--- src/design/wait_gen_pkg.sv ---
// Package for the bus wait-state generator: states, cycle groups, timing.
// Assumes a single processor clock domain with synchronous inputs.
package wait_gen_pkg;

	// Sequencer states, Gray code along the count path
	typedef enum logic [2:0] {
		ST_IDLE    = 3'h0,
		ST_RELEASE = 3'h1,
		ST_EXT2    = 3'h3,
		ST_EXT3    = 3'h2,
		ST_EXT4    = 3'h6,
		ST_EXT5    = 3'h7,
		ST_EXT6    = 3'h5,
		ST_EXT7    = 3'h4
	} wait_state_e;

	localparam logic [2:0] WAIT_MAX      = 3'h7;
	localparam logic [2:0] WAIT_NONE     = 3'h0;
	localparam logic [2:0] WAIT_ROM      = 3'h1;
	localparam logic [2:0] WAIT_SERIAL   = 3'h2;
	localparam logic [2:0] WAIT_HIGH_GAP = 3'h1;
	localparam logic [2:0] WAIT_LOW_GAP  = 3'h0;

	// Upper address page bounds
	localparam logic [7:0] PAGE_ROM_LOW   = 8'h00;
	localparam logic [7:0] PAGE_ROM_MON   = 8'h1d;
	localparam logic [7:0] PAGE_SERIAL    = 8'h1e;
	localparam logic [7:0] PAGE_WIDE_LO   = 8'h20;
	localparam logic [7:0] PAGE_WIDE_HI   = 8'h5f;
	localparam logic [7:0] PAGE_NARROW_LO = 8'h60;
	localparam logic [7:0] PAGE_NARROW_HI = 8'h7f;
	localparam logic [7:0] PAGE_GAP_LO    = 8'h80;
	localparam logic [7:0] PAGE_GAP_HI    = 8'hbf;

	// Bus cycle inputs that travel together
	typedef struct packed {
		logic       stretched_latch_strobe;
		logic       hold_grant_n;
		logic [7:0] upper_address_bits;
	} bus_cycle_s;

endpackage

--- src/design/wait_map.sv ---
// Address-to-wait-count map for the upper address byte.
// Assumes the byte is already latched and stable through the cycle.
`timescale 1ns/1ps
`default_nettype none
module wait_map (
	// Address
	input  wire logic [7:0] i_page,
	// Wait count
	output logic      [2:0] o_waits
);
	import wait_gen_pkg::*;

	always_comb begin
		o_waits = WAIT_LOW_GAP;
		if (i_page == PAGE_ROM_LOW || i_page == PAGE_ROM_MON) begin
			o_waits = WAIT_ROM;
		end else if (i_page == PAGE_SERIAL) begin
			o_waits = WAIT_SERIAL;
		end else if (i_page >= PAGE_WIDE_LO && i_page <= PAGE_NARROW_HI) begin
			o_waits = WAIT_NONE;
		end else if (i_page >= PAGE_GAP_LO && i_page <= PAGE_GAP_HI) begin
			o_waits = WAIT_HIGH_GAP;
		end
	end
endmodule
`default_nettype wire

--- src/design/stall_retime.sv ---
// Falling-edge re-timing flop for the stall request.
// Assumes the same processor clock as the sequencer, sampled on its falling edge.
`timescale 1ns/1ps
`default_nettype none
module stall_retime (
	// Clock and reset
	input  wire logic i_sys_clk,
	input  wire logic i_rst_n,
	// Stall request, active low
	input  wire logic i_stall_req_n,
	// Re-timed request, active low
	output logic      o_stall_q_n
);
	always_ff @(negedge i_sys_clk or negedge i_rst_n) begin
		if (!i_rst_n) begin
			o_stall_q_n <= 1'b1;
		end else begin
			o_stall_q_n <= i_stall_req_n;
		end
	end
endmodule
`default_nettype wire

--- src/design/bus_wait_state_generator.sv ---
// Wait-state generator for the external bus of a 16-bit controller.
// Assumes i_sys_clk is the processor clock output and inputs are synchronous.
//
// How it works
// - Three-bit sequencer steps only on rising edges of the processor clock.
// - Idle bus keeps the sequencer in state 0.
// - Leave idle on strobe, no hold grant, and a region needing waits.
// - Decode uses the stretched strobe, held past the next rising edge.
// - In idle, stall request follows the address decode combinationally.
// - With waits needed, leave idle at the next rising edge.
// - One wait goes straight to release; release drops the stall request.
// - n waits walk extend states 2..n asserted, then release; seven maximum.
// - Falling-edge flop re-times stall request to drive processor ready.
// - Registered stall also asserts while strobe high and request asserted.
// - After strobe falls, stall holds until request drops and a falling edge.
// - Expansion bus stall input also asserts the registered stall.
// - Fixed map: rom 1, serial 2, memories 0, upper gap 1, others 0.
// - Inputs: upper address byte, clock, hold grant, reset, stretched strobe, expansion stall.
`timescale 1ns/1ps
`default_nettype none
module bus_wait_state_generator (
	// Processor clock output and reset
	input  wire logic                    i_sys_clk,
	input  wire logic                    i_rst_n,
	// Bus cycle from the processor
	input  wire wait_gen_pkg::bus_cycle_s i_bus,
	// Expansion bus stall, active high
	input  wire logic                    i_expansion_stall_in,
	// Stall outputs, active low
	output logic                         o_stall_req_n,
	output logic                         o_stall_registered_n,
	// Sequencer state for observation
	output logic                   [2:0] o_state
);
	import wait_gen_pkg::*;

	wait_state_e state_q;
	wait_state_e state_d;
	logic [2:0]  waits;
	logic        need_wait;
	logic        cycle_go;
	logic        stall_flop_n;

	////////////////////////////////////////////////////////////////////////
	// Address decode

	wait_map u_map (
		.i_page  (i_bus.upper_address_bits),
		.o_waits (waits)
	);

	function automatic wait_state_e first_state(input logic [2:0] n);
		first_state = (n == 3'h1) ? ST_RELEASE : ST_EXT2;
	endfunction

	function automatic logic [2:0] ext_index(input wait_state_e s);
		case (s)
			ST_EXT2: ext_index = 3'h2;
			ST_EXT3: ext_index = 3'h3;
			ST_EXT4: ext_index = 3'h4;
			ST_EXT5: ext_index = 3'h5;
			ST_EXT6: ext_index = 3'h6;
			ST_EXT7: ext_index = 3'h7;
			default: ext_index = 3'h0;
		endcase
	endfunction

	function automatic wait_state_e ext_next(input wait_state_e s);
		case (s)
			ST_EXT2: ext_next = ST_EXT3;
			ST_EXT3: ext_next = ST_EXT4;
			ST_EXT4: ext_next = ST_EXT5;
			ST_EXT5: ext_next = ST_EXT6;
			ST_EXT6: ext_next = ST_EXT7;
			default: ext_next = ST_RELEASE;
		endcase
	endfunction

	assign need_wait = (waits != WAIT_NONE);
	assign cycle_go  = i_bus.stretched_latch_strobe && i_bus.hold_grant_n
		&& need_wait;

	////////////////////////////////////////////////////////////////////////
	// Sequencer

	always_comb begin
		state_d = state_q;
		case (state_q)
			ST_IDLE: begin
				if (cycle_go) begin
					state_d = first_state(waits);
				end
			end
			ST_RELEASE: begin
				state_d = ST_IDLE;
			end
			ST_EXT2, ST_EXT3, ST_EXT4, ST_EXT5, ST_EXT6, ST_EXT7: begin
				if (ext_index(state_q) >= waits || state_q == ST_EXT7) begin
					state_d = ST_RELEASE;
				end else begin
					state_d = ext_next(state_q);
				end
			end
			default: begin
				state_d = ST_IDLE;
			end
		endcase
	end

	always_ff @(posedge i_sys_clk or negedge i_rst_n) begin
		if (!i_rst_n) begin
			state_q <= ST_IDLE;
		end else begin
			state_q <= state_d;
		end
	end

	////////////////////////////////////////////////////////////////////////
	// Stall request and re-timed stall

	always_comb begin
		o_stall_req_n = 1'b1;
		if (!i_rst_n) begin
			o_stall_req_n = 1'b1;
		end else begin
			case (state_q)
				ST_IDLE:    o_stall_req_n = !(cycle_go);
				ST_RELEASE: o_stall_req_n = 1'b1;
				default:    o_stall_req_n = 1'b0;
			endcase
		end
	end

	stall_retime u_retime (
		.i_sys_clk     (i_sys_clk),
		.i_rst_n       (i_rst_n),
		.i_stall_req_n (o_stall_req_n),
		.o_stall_q_n   (stall_flop_n)
	);

	assign o_stall_registered_n = stall_flop_n
		&& !(i_bus.stretched_latch_strobe && !o_stall_req_n)
		&& !i_expansion_stall_in;

	assign o_state = state_q;

	////////////////////////////////////////////////////////////////////////
	// Checks

	idle_hold_a: assert property (@(posedge i_sys_clk) disable iff (!i_rst_n)
		(state_q == ST_IDLE && !cycle_go) |=> state_q == ST_IDLE)
		else $error("sequencer left idle without a wait cycle");

	leave_idle_a: assert property (@(posedge i_sys_clk) disable iff (!i_rst_n)
		(state_q == ST_IDLE && cycle_go) |=> state_q != ST_IDLE)
		else $error("sequencer did not leave idle");

	one_wait_a: assert property (@(posedge i_sys_clk) disable iff (!i_rst_n)
		(state_q == ST_IDLE && cycle_go && waits == WAIT_ROM)
		|=> state_q == ST_RELEASE ##1 state_q == ST_IDLE)
		else $error("one-wait cycle path wrong");

	two_wait_a: assert property (@(posedge i_sys_clk) disable iff (!i_rst_n)
		(state_q == ST_IDLE && cycle_go && waits == WAIT_SERIAL)
		|=> !o_stall_req_n ##1 state_q == ST_RELEASE ##1 state_q == ST_IDLE)
		else $error("two-wait cycle path wrong");

	release_drop_a: assert property (@(posedge i_sys_clk) disable iff (!i_rst_n)
		state_q == ST_RELEASE |-> o_stall_req_n)
		else $error("stall request asserted in release");

	idle_decode_a: assert property (@(posedge i_sys_clk) disable iff (!i_rst_n)
		(state_q == ST_IDLE && !cycle_go) |-> o_stall_req_n)
		else $error("stall request without decode");

	bounded_a: assert property (@(posedge i_sys_clk) disable iff (!i_rst_n)
		state_q != ST_IDLE |-> ##[1:7] state_q == ST_IDLE)
		else $error("wait sequence exceeded seven states");

	flop_follow_a: assert property (@(negedge i_sys_clk) disable iff (!i_rst_n)
		!o_stall_req_n |=> !o_stall_registered_n)
		else $error("registered stall did not follow request");

	strobe_stall_a: assert property (@(posedge i_sys_clk) disable iff (!i_rst_n)
		(i_bus.stretched_latch_strobe && !o_stall_req_n) |-> !o_stall_registered_n)
		else $error("registered stall missing while strobe high");

	expansion_a: assert property (@(posedge i_sys_clk) disable iff (!i_rst_n)
		i_expansion_stall_in |-> !o_stall_registered_n)
		else $error("expansion stall not passed through");

	// Reset is watched without a disable so the forced values are seen
	reset_quiet_a: assert property (@(posedge i_sys_clk)
		!i_rst_n |-> (o_stall_req_n && state_q == ST_IDLE))
		else $error("stall request or state active in reset");

	hold_block_a: assert property (@(posedge i_sys_clk) disable iff (!i_rst_n)
		(state_q == ST_IDLE && !i_bus.hold_grant_n) |=> state_q == ST_IDLE)
		else $error("sequencer started while bus granted away");

	hold_no_stall_a: assert property (@(posedge i_sys_clk) disable iff (!i_rst_n)
		(state_q == ST_IDLE && !i_bus.hold_grant_n) |-> o_stall_req_n)
		else $error("stall request while bus granted away");

	release_idle_a: assert property (@(posedge i_sys_clk) disable iff (!i_rst_n)
		state_q == ST_RELEASE |=> state_q == ST_IDLE)
		else $error("release did not return to idle");

	extend_hold_a: assert property (@(posedge i_sys_clk) disable iff (!i_rst_n)
		(state_q != ST_IDLE && state_q != ST_RELEASE) |-> !o_stall_req_n)
		else $error("stall request dropped in an extend state");

	idle_stall_a: assert property (@(posedge i_sys_clk) disable iff (!i_rst_n)
		(state_q == ST_IDLE && cycle_go) |-> !o_stall_req_n)
		else $error("stall request missing for a wait region");

	retime_drop_a: assert property (@(negedge i_sys_clk) disable iff (!i_rst_n)
		o_stall_req_n |=> stall_flop_n)
		else $error("re-timed stall held after request dropped");

	zero_wait_a: assert property (@(posedge i_sys_clk) disable iff (!i_rst_n)
		(state_q == ST_IDLE && waits == WAIT_NONE) |=> state_q == ST_IDLE)
		else $error("zero-wait region started the sequencer");

	one_wait_c: cover property (@(posedge i_sys_clk) disable iff (!i_rst_n)
		state_q == ST_IDLE ##1 state_q == ST_RELEASE ##1 state_q == ST_IDLE);
	serial_c: cover property (@(posedge i_sys_clk) disable iff (!i_rst_n)
		state_q == ST_EXT2 ##1 state_q == ST_RELEASE);
	expansion_c: cover property (@(posedge i_sys_clk) disable iff (!i_rst_n)
		i_expansion_stall_in && state_q == ST_IDLE);
	hold_c: cover property (@(posedge i_sys_clk) disable iff (!i_rst_n)
		state_q == ST_IDLE && !i_bus.hold_grant_n && need_wait
		&& i_bus.stretched_latch_strobe);

endmodule
`default_nettype wire

--- config.mk ---
export PLATFORM = sky130hd
export DESIGN_NAME = bus_wait_state_generator
export DESIGN_NICKNAME = d
export VERILOG_FILES = /design/src/design/wait_gen_pkg.sv /design/src/design/wait_map.sv /design/src/design/stall_retime.sv /design/src/design/bus_wait_state_generator.sv
export SDC_FILE = /design/constraint.sdc
export NUM_CORES = 1
export LEC_CHECK = 0
export BUFFER_PORTS_ARGS = -buffer_cell sky130_fd_sc_hd__buf_2
export CAP_MARGIN = 20
export CORE_AREA = 10 10 47 49
export CTS_CLUSTER_DIAMETER = 60
export CTS_CLUSTER_SIZE = 30
export DETAILED_ROUTE_END_ITERATION = 12
export DIE_AREA = 0 0 57 59
export PLACE_DENSITY = 0.63
export SLEW_MARGIN = 5
export SYNTH_ARGS = -nofsm -noshare
export SYNTH_HDL_FRONTEND = slang
export SYNTH_SLANG_ARGS = --single-unit
--- constraint.sdc ---
create_clock -name i_sys_clk -period 6.2 [get_ports i_sys_clk]
set_input_delay 0.31 -clock i_sys_clk [delete_from_list [all_inputs] [get_ports i_sys_clk]]
set_output_delay 0.31 -clock i_sys_clk [all_outputs]
set_load 0.02 [all_outputs]
==> results of run 1 <==
==> sequential cells by signal (all words and copies together) (netlist names) <==
| name | cells |
|---|---|
| o_state | 3 |
| u_retime.o_stall_q_n | 1 |
==> how the worst max path moves through the flow <==
stage	startpoint	slack [ns]	end	depth (start not counted)
floorplan	u_retime.o_stall_q_n	1.49	o_stall_registered_n	2
global placement	i_bus[3]	1.78	u_retime.o_stall_q_n	5
detailed placement	i_bus[3]	1.78	u_retime.o_stall_q_n	5
CTS	u_retime.o_stall_q_n	1.48	o_stall_registered_n	3
global route	u_retime.o_stall_q_n	1.43	o_stall_registered_n	3
finish	u_retime.o_stall_q_n	1.50	o_stall_registered_n	3
==> stage by stage <==
| step | hold slack, ns | instances |
|---|---|---|
| finish | 0.416 | 96 |
| global route | 0.419 | 96 |
| CTS | 0.409 | 96 |
| detailed placement | 0.130 | 91 |
| global placement | 0.130 | 91 |
| floorplan | 0.0144 | 60 |
==> worst reg2reg max path: stages (launching register included) <==
cell and delay [ns]:
dfrtp_1 0.48, inv_1 0.17, ha_1 0.20, nand2_1 0.06
a22oi_1 0.18
==> cells by family after synthesis <==
group | after synthesis | share of synthesized area (%)
adders and majority gates | 6 | 15.6
AOI/OAI and AO/OA | 17 | 26.5
and+or+nand+nor | 24 | 28.1
xor gates and xnor gates | 1 | 1.82
buffers and inverters | 8 | 7.01
DFF | 4 | 21.0
==> power by group through the flow <==
stage / logic, mW / clock network, mW / registers (mW)
finish: 0.111 / 0.0374 / 0.0494
global route: 0.126 / 0.0429 / 0.0510
CTS: 0.112 / 0.0398 / 0.0494
detailed placement: 0.110 / 0.00202 / 0.0499
global placement: 0.111 / 0.00202 / 0.0497
floorplan: 0.0876 / 0.00202 / 0.0465
==> layout by cell type, fill, tap and decap left out, types with 2 or more instances in the layout <==
cell type | synthesis | layout
buf_2 | 0 | 17
nand2_1 | 7 | 7
inv_1 | 6 | 6
ha_1 | 6 | 6
a21oi_1 | 3 | 3
nand2b_1 | 3 | 3
clkbuf_4 | 0 | 3
dfrtp_1 | 3 | 3
or3_1 | 2 | 2
o21ai_0 | 2 | 2
nor2_1 | 2 | 2
==> area by class of cell <==
type                            instances  area share, %
Inverter                                5           3.07
Timing Repair Buffer                   18           15.5
Sequential cell                         4           16.6
Clock buffer                            4           4.29
Clock inverter                          1          0.613
Tap cell                               16           3.27
Multi-Input combinational cell         48           56.6
==> routing by layer <==
layer,global-route usage (%),vias to the layer above,routed length (µm),part of all wire (%)
met1,7.89,228,543,47
met5,0,-,0,0
met4,1.01,0,0,0
met2,11.3,19,540,47
met3,3.22,0,76,6.6
li1,-,262,-,-
==> Yosys cell counts <==
cell type / number
a221oi_1: 1
a41oi_1: 1
ha_1: 6
o211a_1: 1
and3_1: 1
clkbuf_1: 1
a31oi_1: 1
or2_2: 1
dfrtp_1: 3
xnor2_1: 1
nand2b_1: 3
nor3_1: 1
buf_4: 1
a221oi_2: 1
a22oi_1: 1
o21ai_1: 1
dfstp_2: 1
nor2b_1: 1
inv_1: 6
or3_1: 2
or4_4: 1
nor4_1: 1
nor2_1: 2
nor3b_1: 1
a21oi_1: 3
a2111oi_1: 1
o21ai_0: 2
a21oi_2: 1
a21boi_0: 1
nand4_1: 1
a211oi_1: 1
nand3_1: 1
o211ai_1: 1
nand2_1: 7
and4b_1: 1
==> repair_timing <==
item	CTS	global route
hold endpoints to repair	3	0
hold buffers	1	0
resized for setup	0	0
==> impl_metrics.csv, run 1 <==
group,metric,value,unit
outcome,status,"finished, final reports clean",
synthesis,synth_area,482,µm²
synthesis,ys_seq_elements,4,
setup_path,critPathBufInv,2,
placed_design,portBuffers,17,
setup_path,path_max_fanout,1,
layout,fin_util,43.7,%
layout,num-nets-final,100,
synthesis,syn_area_per_cell,8.03,µm²
setup_path,r2r-end,"u_retime.o_stall_q_n",
floorplanning,die_w,57,µm
cts,insertion_delay,0.28,ns
global_routing,track_usage,6.80,%
sta,max_slew_margin,79.7,%
pwr,pwr-share-clk,18.9,%
placed_design,dp_hpwl,989,µm
setup_path,crit_family,"flip-flops",
flow_run,cap_violations,0,
sta,slew_violations,0,
layout,nFillCells,152,
route,first_iter_violations,6,
sta,report.final.setup_viol,0,
pwr,power.internal,0.108,mW
cts,cts_buffers,3,
sta,final.setup_skew,0.0552,ns
route,drc,0,
sta,tightest_slew,0.305,ns
sta,hold_viol,0,
synthesis,synth_top_area_share,15.6,%
layout,n_antenna_cell,0,
cts,clkSlewWorstSetupHoldPaths,0.04,ns
setup_path,crit_required,5.89,ns
cts,cts_tree,"built",
placed_design,pre_cts_ws,1.78,ns
synthesis,synth_nets,79,
floorplanning,design.core.area,1400,µm²
sta,tns,0,ns
setup_path,r2r_setup_slack,1.96,ns
sta,rsz0062_at_grt,"no",
global_routing,antenna_found_initial,0,
pwr,seqPwrFrac,25.0,%
layout,area_growth_syn_to_layout,27.0,%
layout,regArea,101,µm²
pwr,leakage,0.297,nW
route,drt_pass1_iterations,4,
cts,postCtsSetupRepairBufs,0,
setup_path,cp_data_arrival_time,4.39,ns
sta,fin_ws,1.50,ns
worst_hold_path,worstHoldPathType,"in2async",
global_routing,grt-ovfl-total,0,
setup_path,max_stage_delay,0.51,ns
cts,cts_max_level,1,
cts,cts.sinks,4,
floorplanning,rows,14,
pwr,combPwrFrac,56.0,%
global_routing,grt_max_degree,11,
setup_path,crit_chain,"inv_1, a2111oi_1, buf_2",
route,vias,509,
floorplanning,die_h,59,µm
layout,design_area,612,µm²
synthesis,yosysWarnings,0,
global_routing,grt_pass1_wl,1960,µm
floorplanning,die_area,3360,µm²
pwr,irDropWorstVdd,0.218,mV
route,wire_per_inst,12.1,µm
synthesis,yosys.area.top_type,"dfrtp_1",
pwr,power,0.197,mW
route,ant_nets,0,
route,finalWirelength,1160,µm
placed_design,gp_congestion,0.799,
setup_path,r2r-start,"o_state[1]",
setup_path,path_class,"reg2out",
synthesis,yosys.cell_types.count,35,
floorplanning,ios,18,
global_routing,grt_pass1_vias,515,
synthesis,ys_seq_area_share,21.0,%
layout,multi_input_area,347,µm²
pwr,p_sw,0.0891,mW
setup_path,reg2reg_depth,4,
setup_path,crit_slowest_cell,"dfstp_2",
cts,cts-root-buf,"clkbuf_4",
route,vias_per_cell,5.30,
pwr,switching_share,45.1,%
placed_design,placed_area,576,µm²
synthesis,synth.area.top_cells,"dfrtp_1 (16%), ha_1 (16%), dfstp_2 (5.5%)",
floorplanning,start_util,34.4,%
setup_path,worstSetupStartpointType,"register",
synthesis,synthCells,60,
setup_path,end_kind,"primary output",
layout,drive_gt1_share,31.3,%
pwr,p_per_area,323,nW/µm²
cts,cts_buffer_depth,2,
No activity file was read; power rests on OpenSTA's default activity.
==> run 2, diff against run 1 <==
--- a/config.mk
+++ b/config.mk
@@ -5,6 +5,7 @@
 export SDC_FILE = /design/constraint.sdc
 export NUM_CORES = 1
 export LEC_CHECK = 0
+export ABC_AREA = 1
 export BUFFER_PORTS_ARGS = -buffer_cell sky130_fd_sc_hd__buf_2
 export CAP_MARGIN = 20
 export CORE_AREA = 10 10 47 49
==> constraint.sdc (replaced) <==
create_clock -name i_sys_clk -period 3.9 [get_ports i_sys_clk]
set_input_delay 0.195 -clock i_sys_clk [delete_from_list [all_inputs] [get_ports i_sys_clk]]
set_output_delay 0.195 -clock i_sys_clk [all_outputs]
set_load 0.02 [all_outputs]
==> run 2 against run 1 <==
Against the previous run:
- clock-buffer cell count unchanged
- critical path depth increased by 2
- register-to-register slack got worse by 1.0 ns
- clock skew increased by 0.0042 ns
- sequential cell count unchanged
- via count increased by 0.59%
- sequential power increased by 55%
- global-route usage increased by 0.53 points
- sequential share of layout area increased by 0.49 points
- combinational power increased by 44%
- non-clock buffer count unchanged
- critical path type unchanged
- critical endpoint unchanged
==> impl_metrics.csv, run 2 <==
group,metric,value,unit
outcome,status,"finished, final reports clean",
cts,cts_buffer_depth,2,
route,vias_per_cell,4.53,
synthesis,syn_area_per_cell,6.04,µm²
sta,tightest_slew,0.264,ns
synthesis,yosys.area.top_type,"dfrtp_1",
synthesis,synthArstFlopShare,100,%
synthesis,synth_edf_count,0,
layout,num-nets-final,117,
global_routing,grt_max_degree,9,
sta,max_slew_margin,82.3,%
setup_path,path_class,"reg2out",
layout,drive_gt1_share,24.7,%
global_routing,antenna_found_initial,0,
synthesis,ys_seq_elements,4,
sta,slew_violations,0,
synthesis,synth.area.top_cells,"dfrtp_1 (17%), ha_1 (17%), nand2_1 (16%)",
cts,cts.sinks,4,
setup_path,r2r_setup_slack,0.92,ns
layout,largest_reg_flops,3,
global_routing,grt_pass1_wl,1970,µm
route,wire_per_inst,9.60,µm
synthesis,ys.flop_type,"dfrtp_1",
setup_path,path_max_fanout,1,
layout,area_growth_syn_to_layout,31.2,%
placed_design,portBuffers,17,
global_routing,grt-ovfl-total,0,
sta,report.final.setup_viol,0,
flow_run,cap_violations,0,
cts,insertion_delay,0.30,ns
floorplanning,design.core.area,1400,µm²
floorplanning,start_util,32.3,%
layout,final_cell_mix,"nand2_1 (19), buf_2 (17), inv_1 (15)",
route,vias,512,
global_routing,track_usage,7.33,%
setup_path,cpMostUsedCell,"inv_1",
cts,cts_buffers,3,
setup_path,r2r-start,"o_state[1]",
layout,nFillCells,165,
floorplanning,rows,14,
layout,n_antenna_cell,0,
global_routing,grt_pass1_vias,490,
worst_hold_path,worstHoldPathType,"in2async",
floorplanning,die_h,59,µm
cts,cts_tree,"built",
sta,final.setup_skew,0.0594,ns
route,drt_pass1_iterations,4,
setup_path,cp_data_arrival_time,3.11,ns
synthesis,synthCells,75,
layout,layout_commonest_cell,"nand2_1",
sta,hold_viol,0,
synthesis,synth_nets,94,
route,finalWirelength,1090,µm
pwr,leakage,0.370,nW
synthesis,yosysWarnings,0,
synthesis,synthTopCellsByCount,"nand2_1 (19), inv_1 (15), nor2_1 (14)",
cts,postCtsSetupRepairBufs,0,
synthesis,yosys.cell_types.count,15,
sta,finalHoldWorstSlack,0.308,ns
floorplanning,ios,18,
setup_path,critPathBufInv,3,
setup_path,crit_family,"flip-flops",
floorplanning,die_area,3360,µm²
setup_path,crit_chain,"inv_1, nor2_1, nand2_1, inv_1, buf_2",
sta,rsz0062_at_grt,"no",
synthesis,synth_most_common_cell,"nand2_1",
setup_path,crit_slowest_cell,"dfstp_2",
sta,tns,0,ns
cts,cts_max_level,1,
setup_path,setup.worst_path.start,"u_retime.o_stall_q_n",
floorplanning,die_w,57,µm
synthesis,synth_area,453,µm²
setup_path,worstSetupStartpointType,"register",
route,first_iter_violations,4,
route,drc,0,
cts,clkSlewWorstSetupHoldPaths,0.04,ns
route,ant_nets,0,
cts,cts-root-buf,"clkbuf_4",
synthesis,synth_top_area_share,16.6,%
setup_path,crit_required,3.70,ns
pwr,irDropWorstVdd,0.122,mV
placed_design,dp_hpwl,957,µm
pwr,p_per_area,503,nW/µm²
synthesis,ys_seq_area_share,22.4,%
setup_path,max_stage_delay,0.51,ns
placed_design,gp_congestion,0.714,
setup_path,end_kind,"primary output",
run 2: metrics by stage:
step                cells  worst slack (ns)  utilization [%]  power, mW  cell area (µm²)
floorplan              75             0.745                -      0.194              453
CTS                   113             0.580             42.4      0.305              594
finish                113             0.599             42.4      0.299              594
detailed placement    108             0.858             39.8      0.242              558
global placement      108             0.872             39.8      0.238              558
global route          113             0.519             42.4      0.336              594
run 2: layout make-up:
| type | instances | area (µm²) | area share [%] |
|---|---|---|---|
| Sequential cell | 4 | 101 | 17.1 |
| Timing Repair Buffer | 18 | 95.1 | 16.0 |
| Multi-Input combinational cell | 55 | 292 | 49.1 |
| Clock buffer | 4 | 26.3 | 4.42 |
| Inverter | 15 | 56.3 | 9.47 |
| Tap cell | 16 | 20.0 | 3.37 |
| Clock inverter | 1 | 3.75 | 0.632 |
run 2: repair_timing:
| action | in CTS | in global routing |
|---|---|---|
| hold endpoints to repair | 3 | 0 |
| hold buffers | 1 | 0 |
| gates resized for setup | 0 | 0 |
run 2: layer usage:
metal / global-route usage [%] / wire length, µm / up-vias
met5: 0 / 0 / -
met4: 7.05 / 0 / 0
met3: 1.93 / 51 / 0
met2: 11.8 / 536 / 16
met1: 7.56 / 496 / 217
li1: - / - / 279
run 2: path summary, 6_finish.rpt:
path | to | cells past startpoint
max | o_stall_registered_n | 5
min | o_state[2] | 2
max reg2reg | u_retime.o_stall_q_n | 7
min reg2reg | o_state[1] | 2
max in group asynchronous | u_retime.o_stall_q_n | 2
min in group i_sys_clk | o_state[0] | 7
run 2: power breakdown:
group / internal (mW) / total [mW] / switching (mW)
combinational: 0.0586 / 0.160 / 0.102
clock: 0.0400 / 0.0620 / 0.0220
sequential: 0.0585 / 0.0767 / 0.0182
total: 0.157 / 0.299 / 0.142
run 2: cells by family (layout without fill, tap and decap cells):
logic type	count (synthesis)	in the layout	share of synthesized area, %
simple gates	44	44	40.6
buf+inv	16	38	13.3
fa+ha+maj	6	6	16.6
compound gates	5	5	7.18
flops	4	4	22.4
==> run 3, diff against run 2 <==
--- a/config.mk
+++ b/config.mk
@@ -13,7 +13,7 @@
 export CTS_CLUSTER_SIZE = 30
 export DETAILED_ROUTE_END_ITERATION = 12
 export DIE_AREA = 0 0 57 59
-export PLACE_DENSITY = 0.63
+export PLACE_DENSITY = 0.6
 export SLEW_MARGIN = 5
 export SYNTH_ARGS = -nofsm -noshare
 export SYNTH_HDL_FRONTEND = slang
==> constraint.sdc (replaced) <==
create_clock -name i_sys_clk -period 3.35 [get_ports i_sys_clk]
set_input_delay 0.1675 -clock i_sys_clk [delete_from_list [all_inputs] [get_ports i_sys_clk]]
set_output_delay 0.1675 -clock i_sys_clk [all_outputs]
set_load 0.02 [all_outputs]
==> run 3 against run 2 <==
Against the previous run:
- critical path depth unchanged
- clock skew is 0.0020 ns lower
- sequential share of layout area unchanged
- first-iteration DRC count fell by 25%
- utilization did not move
- die area unchanged
- setup slack lost 0.24 ns
- routed wire length is 0.92% higher
- critical path type unchanged
- highest routed layer is now met4
==> impl_metrics.csv, run 3 (same netlist as run 2, synthesis figures left out) <==
group,metric,value,unit
floorplanning,die_area,3360,µm²
route,ant_nets,0,
layout,fin_util,42.4,%
cts,cts_buffer_depth,2,
cts,cts.sinks,4,
global_routing,antenna_found_initial,0,
pwr,combPwrFrac,54.0,%
placed_design,gp_congestion,0.748,
setup_path,end_kind,"primary output",
floorplanning,die_h,59,µm
setup_path,r2r-start,"o_state[1]",
route,vias_per_cell,4.48,
placed_design,dp_hpwl,926,µm
sta,tightest_slew,0.276,ns
floorplanning,ios,18,
pwr,leakage,0.370,nW
cts,postCtsSetupRepairBufs,0,
pwr,pwr-share-clk,20.7,%
layout,final_cell_mix,"nand2_1 (19), buf_2 (17), inv_1 (15)",
global_routing,grt-ovfl-total,0,
floorplanning,start_util,32.3,%
cts,cts_buffers,3,
setup_path,max_stage_delay,0.51,ns
sta,fin_ws,0.359,ns
setup_path,crit_family,"flip-flops",
route,drt_pass1_iterations,3,
global_routing,grt_pass1_vias,490,
setup_path,path_class,"reg2out",
route,drc,0,
cts,cts_tree,"built",
pwr,irDropWorstVdd,0.135,mV
floorplanning,rows,14,
sta,rsz0062_at_grt,"no",
global_routing,grt_max_degree,9,
placed_design,pre_cts_ws,0.635,ns
pwr,seqPwrFrac,25.3,%
setup_path,path_max_fanout,1,
pwr,power,0.349,mW
layout,largest_reg_flops,3,
flow_run,cap_violations,0,
setup_path,cp_data_arrival_time,2.82,ns
sta,hold_viol,0,
layout,area_growth_syn_to_layout,31.2,%
floorplanning,design.core.area,1400,µm²
setup_path,crit_cells,5,
cts,cts-root-buf,"clkbuf_4",
pwr,p_per_area,587,nW/µm²
cts,post_cts_resize_count,0,
layout,n_antenna_cell,0,
global_routing,grt_pass1_wl,1970,µm
outcome,status,"finished, final reports clean",
route,finalWirelength,1100,µm
sta,report.final.setup_viol,0,
setup_path,crit_required,3.18,ns
sta,max_slew_margin,81.5,%
sta,tns,0,ns
cts,insertion_delay,0.29,ns
pwr,p_sw,0.165,mW
pwr,power.internal,0.183,mW
layout,nFillCells,164,
sta,final.setup_skew,0.0574,ns
setup_path,reg2reg_depth,7,
layout,regArea,101,µm²
sta,slew_violations,0,
route,first_iter_violations,3,
cts,cts_max_level,1,
layout,num-nets-final,117,
worst_hold_path,worstHoldPathType,"in2async",
cts,clkSlewWorstSetupHoldPaths,0.04,ns
global_routing,track_usage,7.04,%
route,wire_per_inst,9.69,µm
layout,layout_commonest_cell,"nand2_1",
setup_path,r2r-end,"u_retime.o_stall_q_n",
layout,multi_input_area,292,µm²
setup_path,crit_slowest_cell,"dfstp_2",
setup_path,worstSetupStartpointType,"register",
cts,ctsHoldBuffers,1,
setup_path,setup.worst_path.start,"u_retime.o_stall_q_n",
setup_path,crit_end,"o_stall_registered_n",
setup_path,critPathBufInv,3,
placed_design,portBuffers,17,
pwr,switching_share,47.4,%
setup_path,crit_chain,"inv_1, nor2_1, nand2_1, inv_1, buf_2",
setup_path,cpMostUsedCell,"inv_1",
layout,drive_gt1_share,24.7,%
floorplanning,die_w,57,µm
route,vias,506,
setup_path,r2r_setup_slack,0.69,ns
## run 3: worst reg2reg max path: stages (launching register included)
cell     delay (ns)
dfrtp_1        0.44
nor2_1         0.11
inv_1          0.08
nor2_1         0.09
nand2_1        0.07
nand2_1        0.06
nand2_1        0.06
nand2_1        0.07
## run 3: stage by stage
step           hold WS (ns)  instances  instance area (µm²)
2_1_floorplan        -0.128         75                  453
6_report              0.268        113                  594
4_1_cts               0.266        113                  594
5_1_grt               0.273        113                  594
3_3_place_gp        -0.0140        108                  558
3_5_place_dp        -0.0120        108                  558
## run 3: power groups by stage
stage	Combinational [mW]	Sequential, mW	Clock, mW
final	0.188	0.0881	0.0722
after global placement	0.187	0.0885	0.00374
after CTS	0.192	0.0886	0.0744
after global routing	0.221	0.0919	0.0800
after detailed placement	0.190	0.0890	0.00374
after floorplan	0.124	0.0972	0.00374
## run 3: final cells by class
| cell class | instances | area share, % |
|---|---|---|
| Tap cell | 16 | 3.37 |
| Timing Repair Buffer | 18 | 16.0 |
| Multi-Input combinational cell | 55 | 49.1 |
| Sequential cell | 4 | 17.1 |
| Inverter | 15 | 9.47 |
| Clock buffer | 4 | 4.42 |
| Clock inverter | 1 | 0.632 |
## run 3: worst min-delay path by stage
stage | to | slack, ns
floorplan | o_state[0] | -0.13
global placement | o_state[1] | -0.01
detailed placement | o_state[1] | -0.01
CTS | o_state[0] | 0.27
global route | o_state[0] | 0.27
finish | o_state[0] | 0.27
## run 3: layer usage
metal,global-route usage (%),vias to the layer above,share of wire (%)
li1,-,277,-
met1,7.95,209,45
met2,11.0,16,46
met3,2.15,4,6.2
met4,5.03,0,2.5
met5,0,-,0
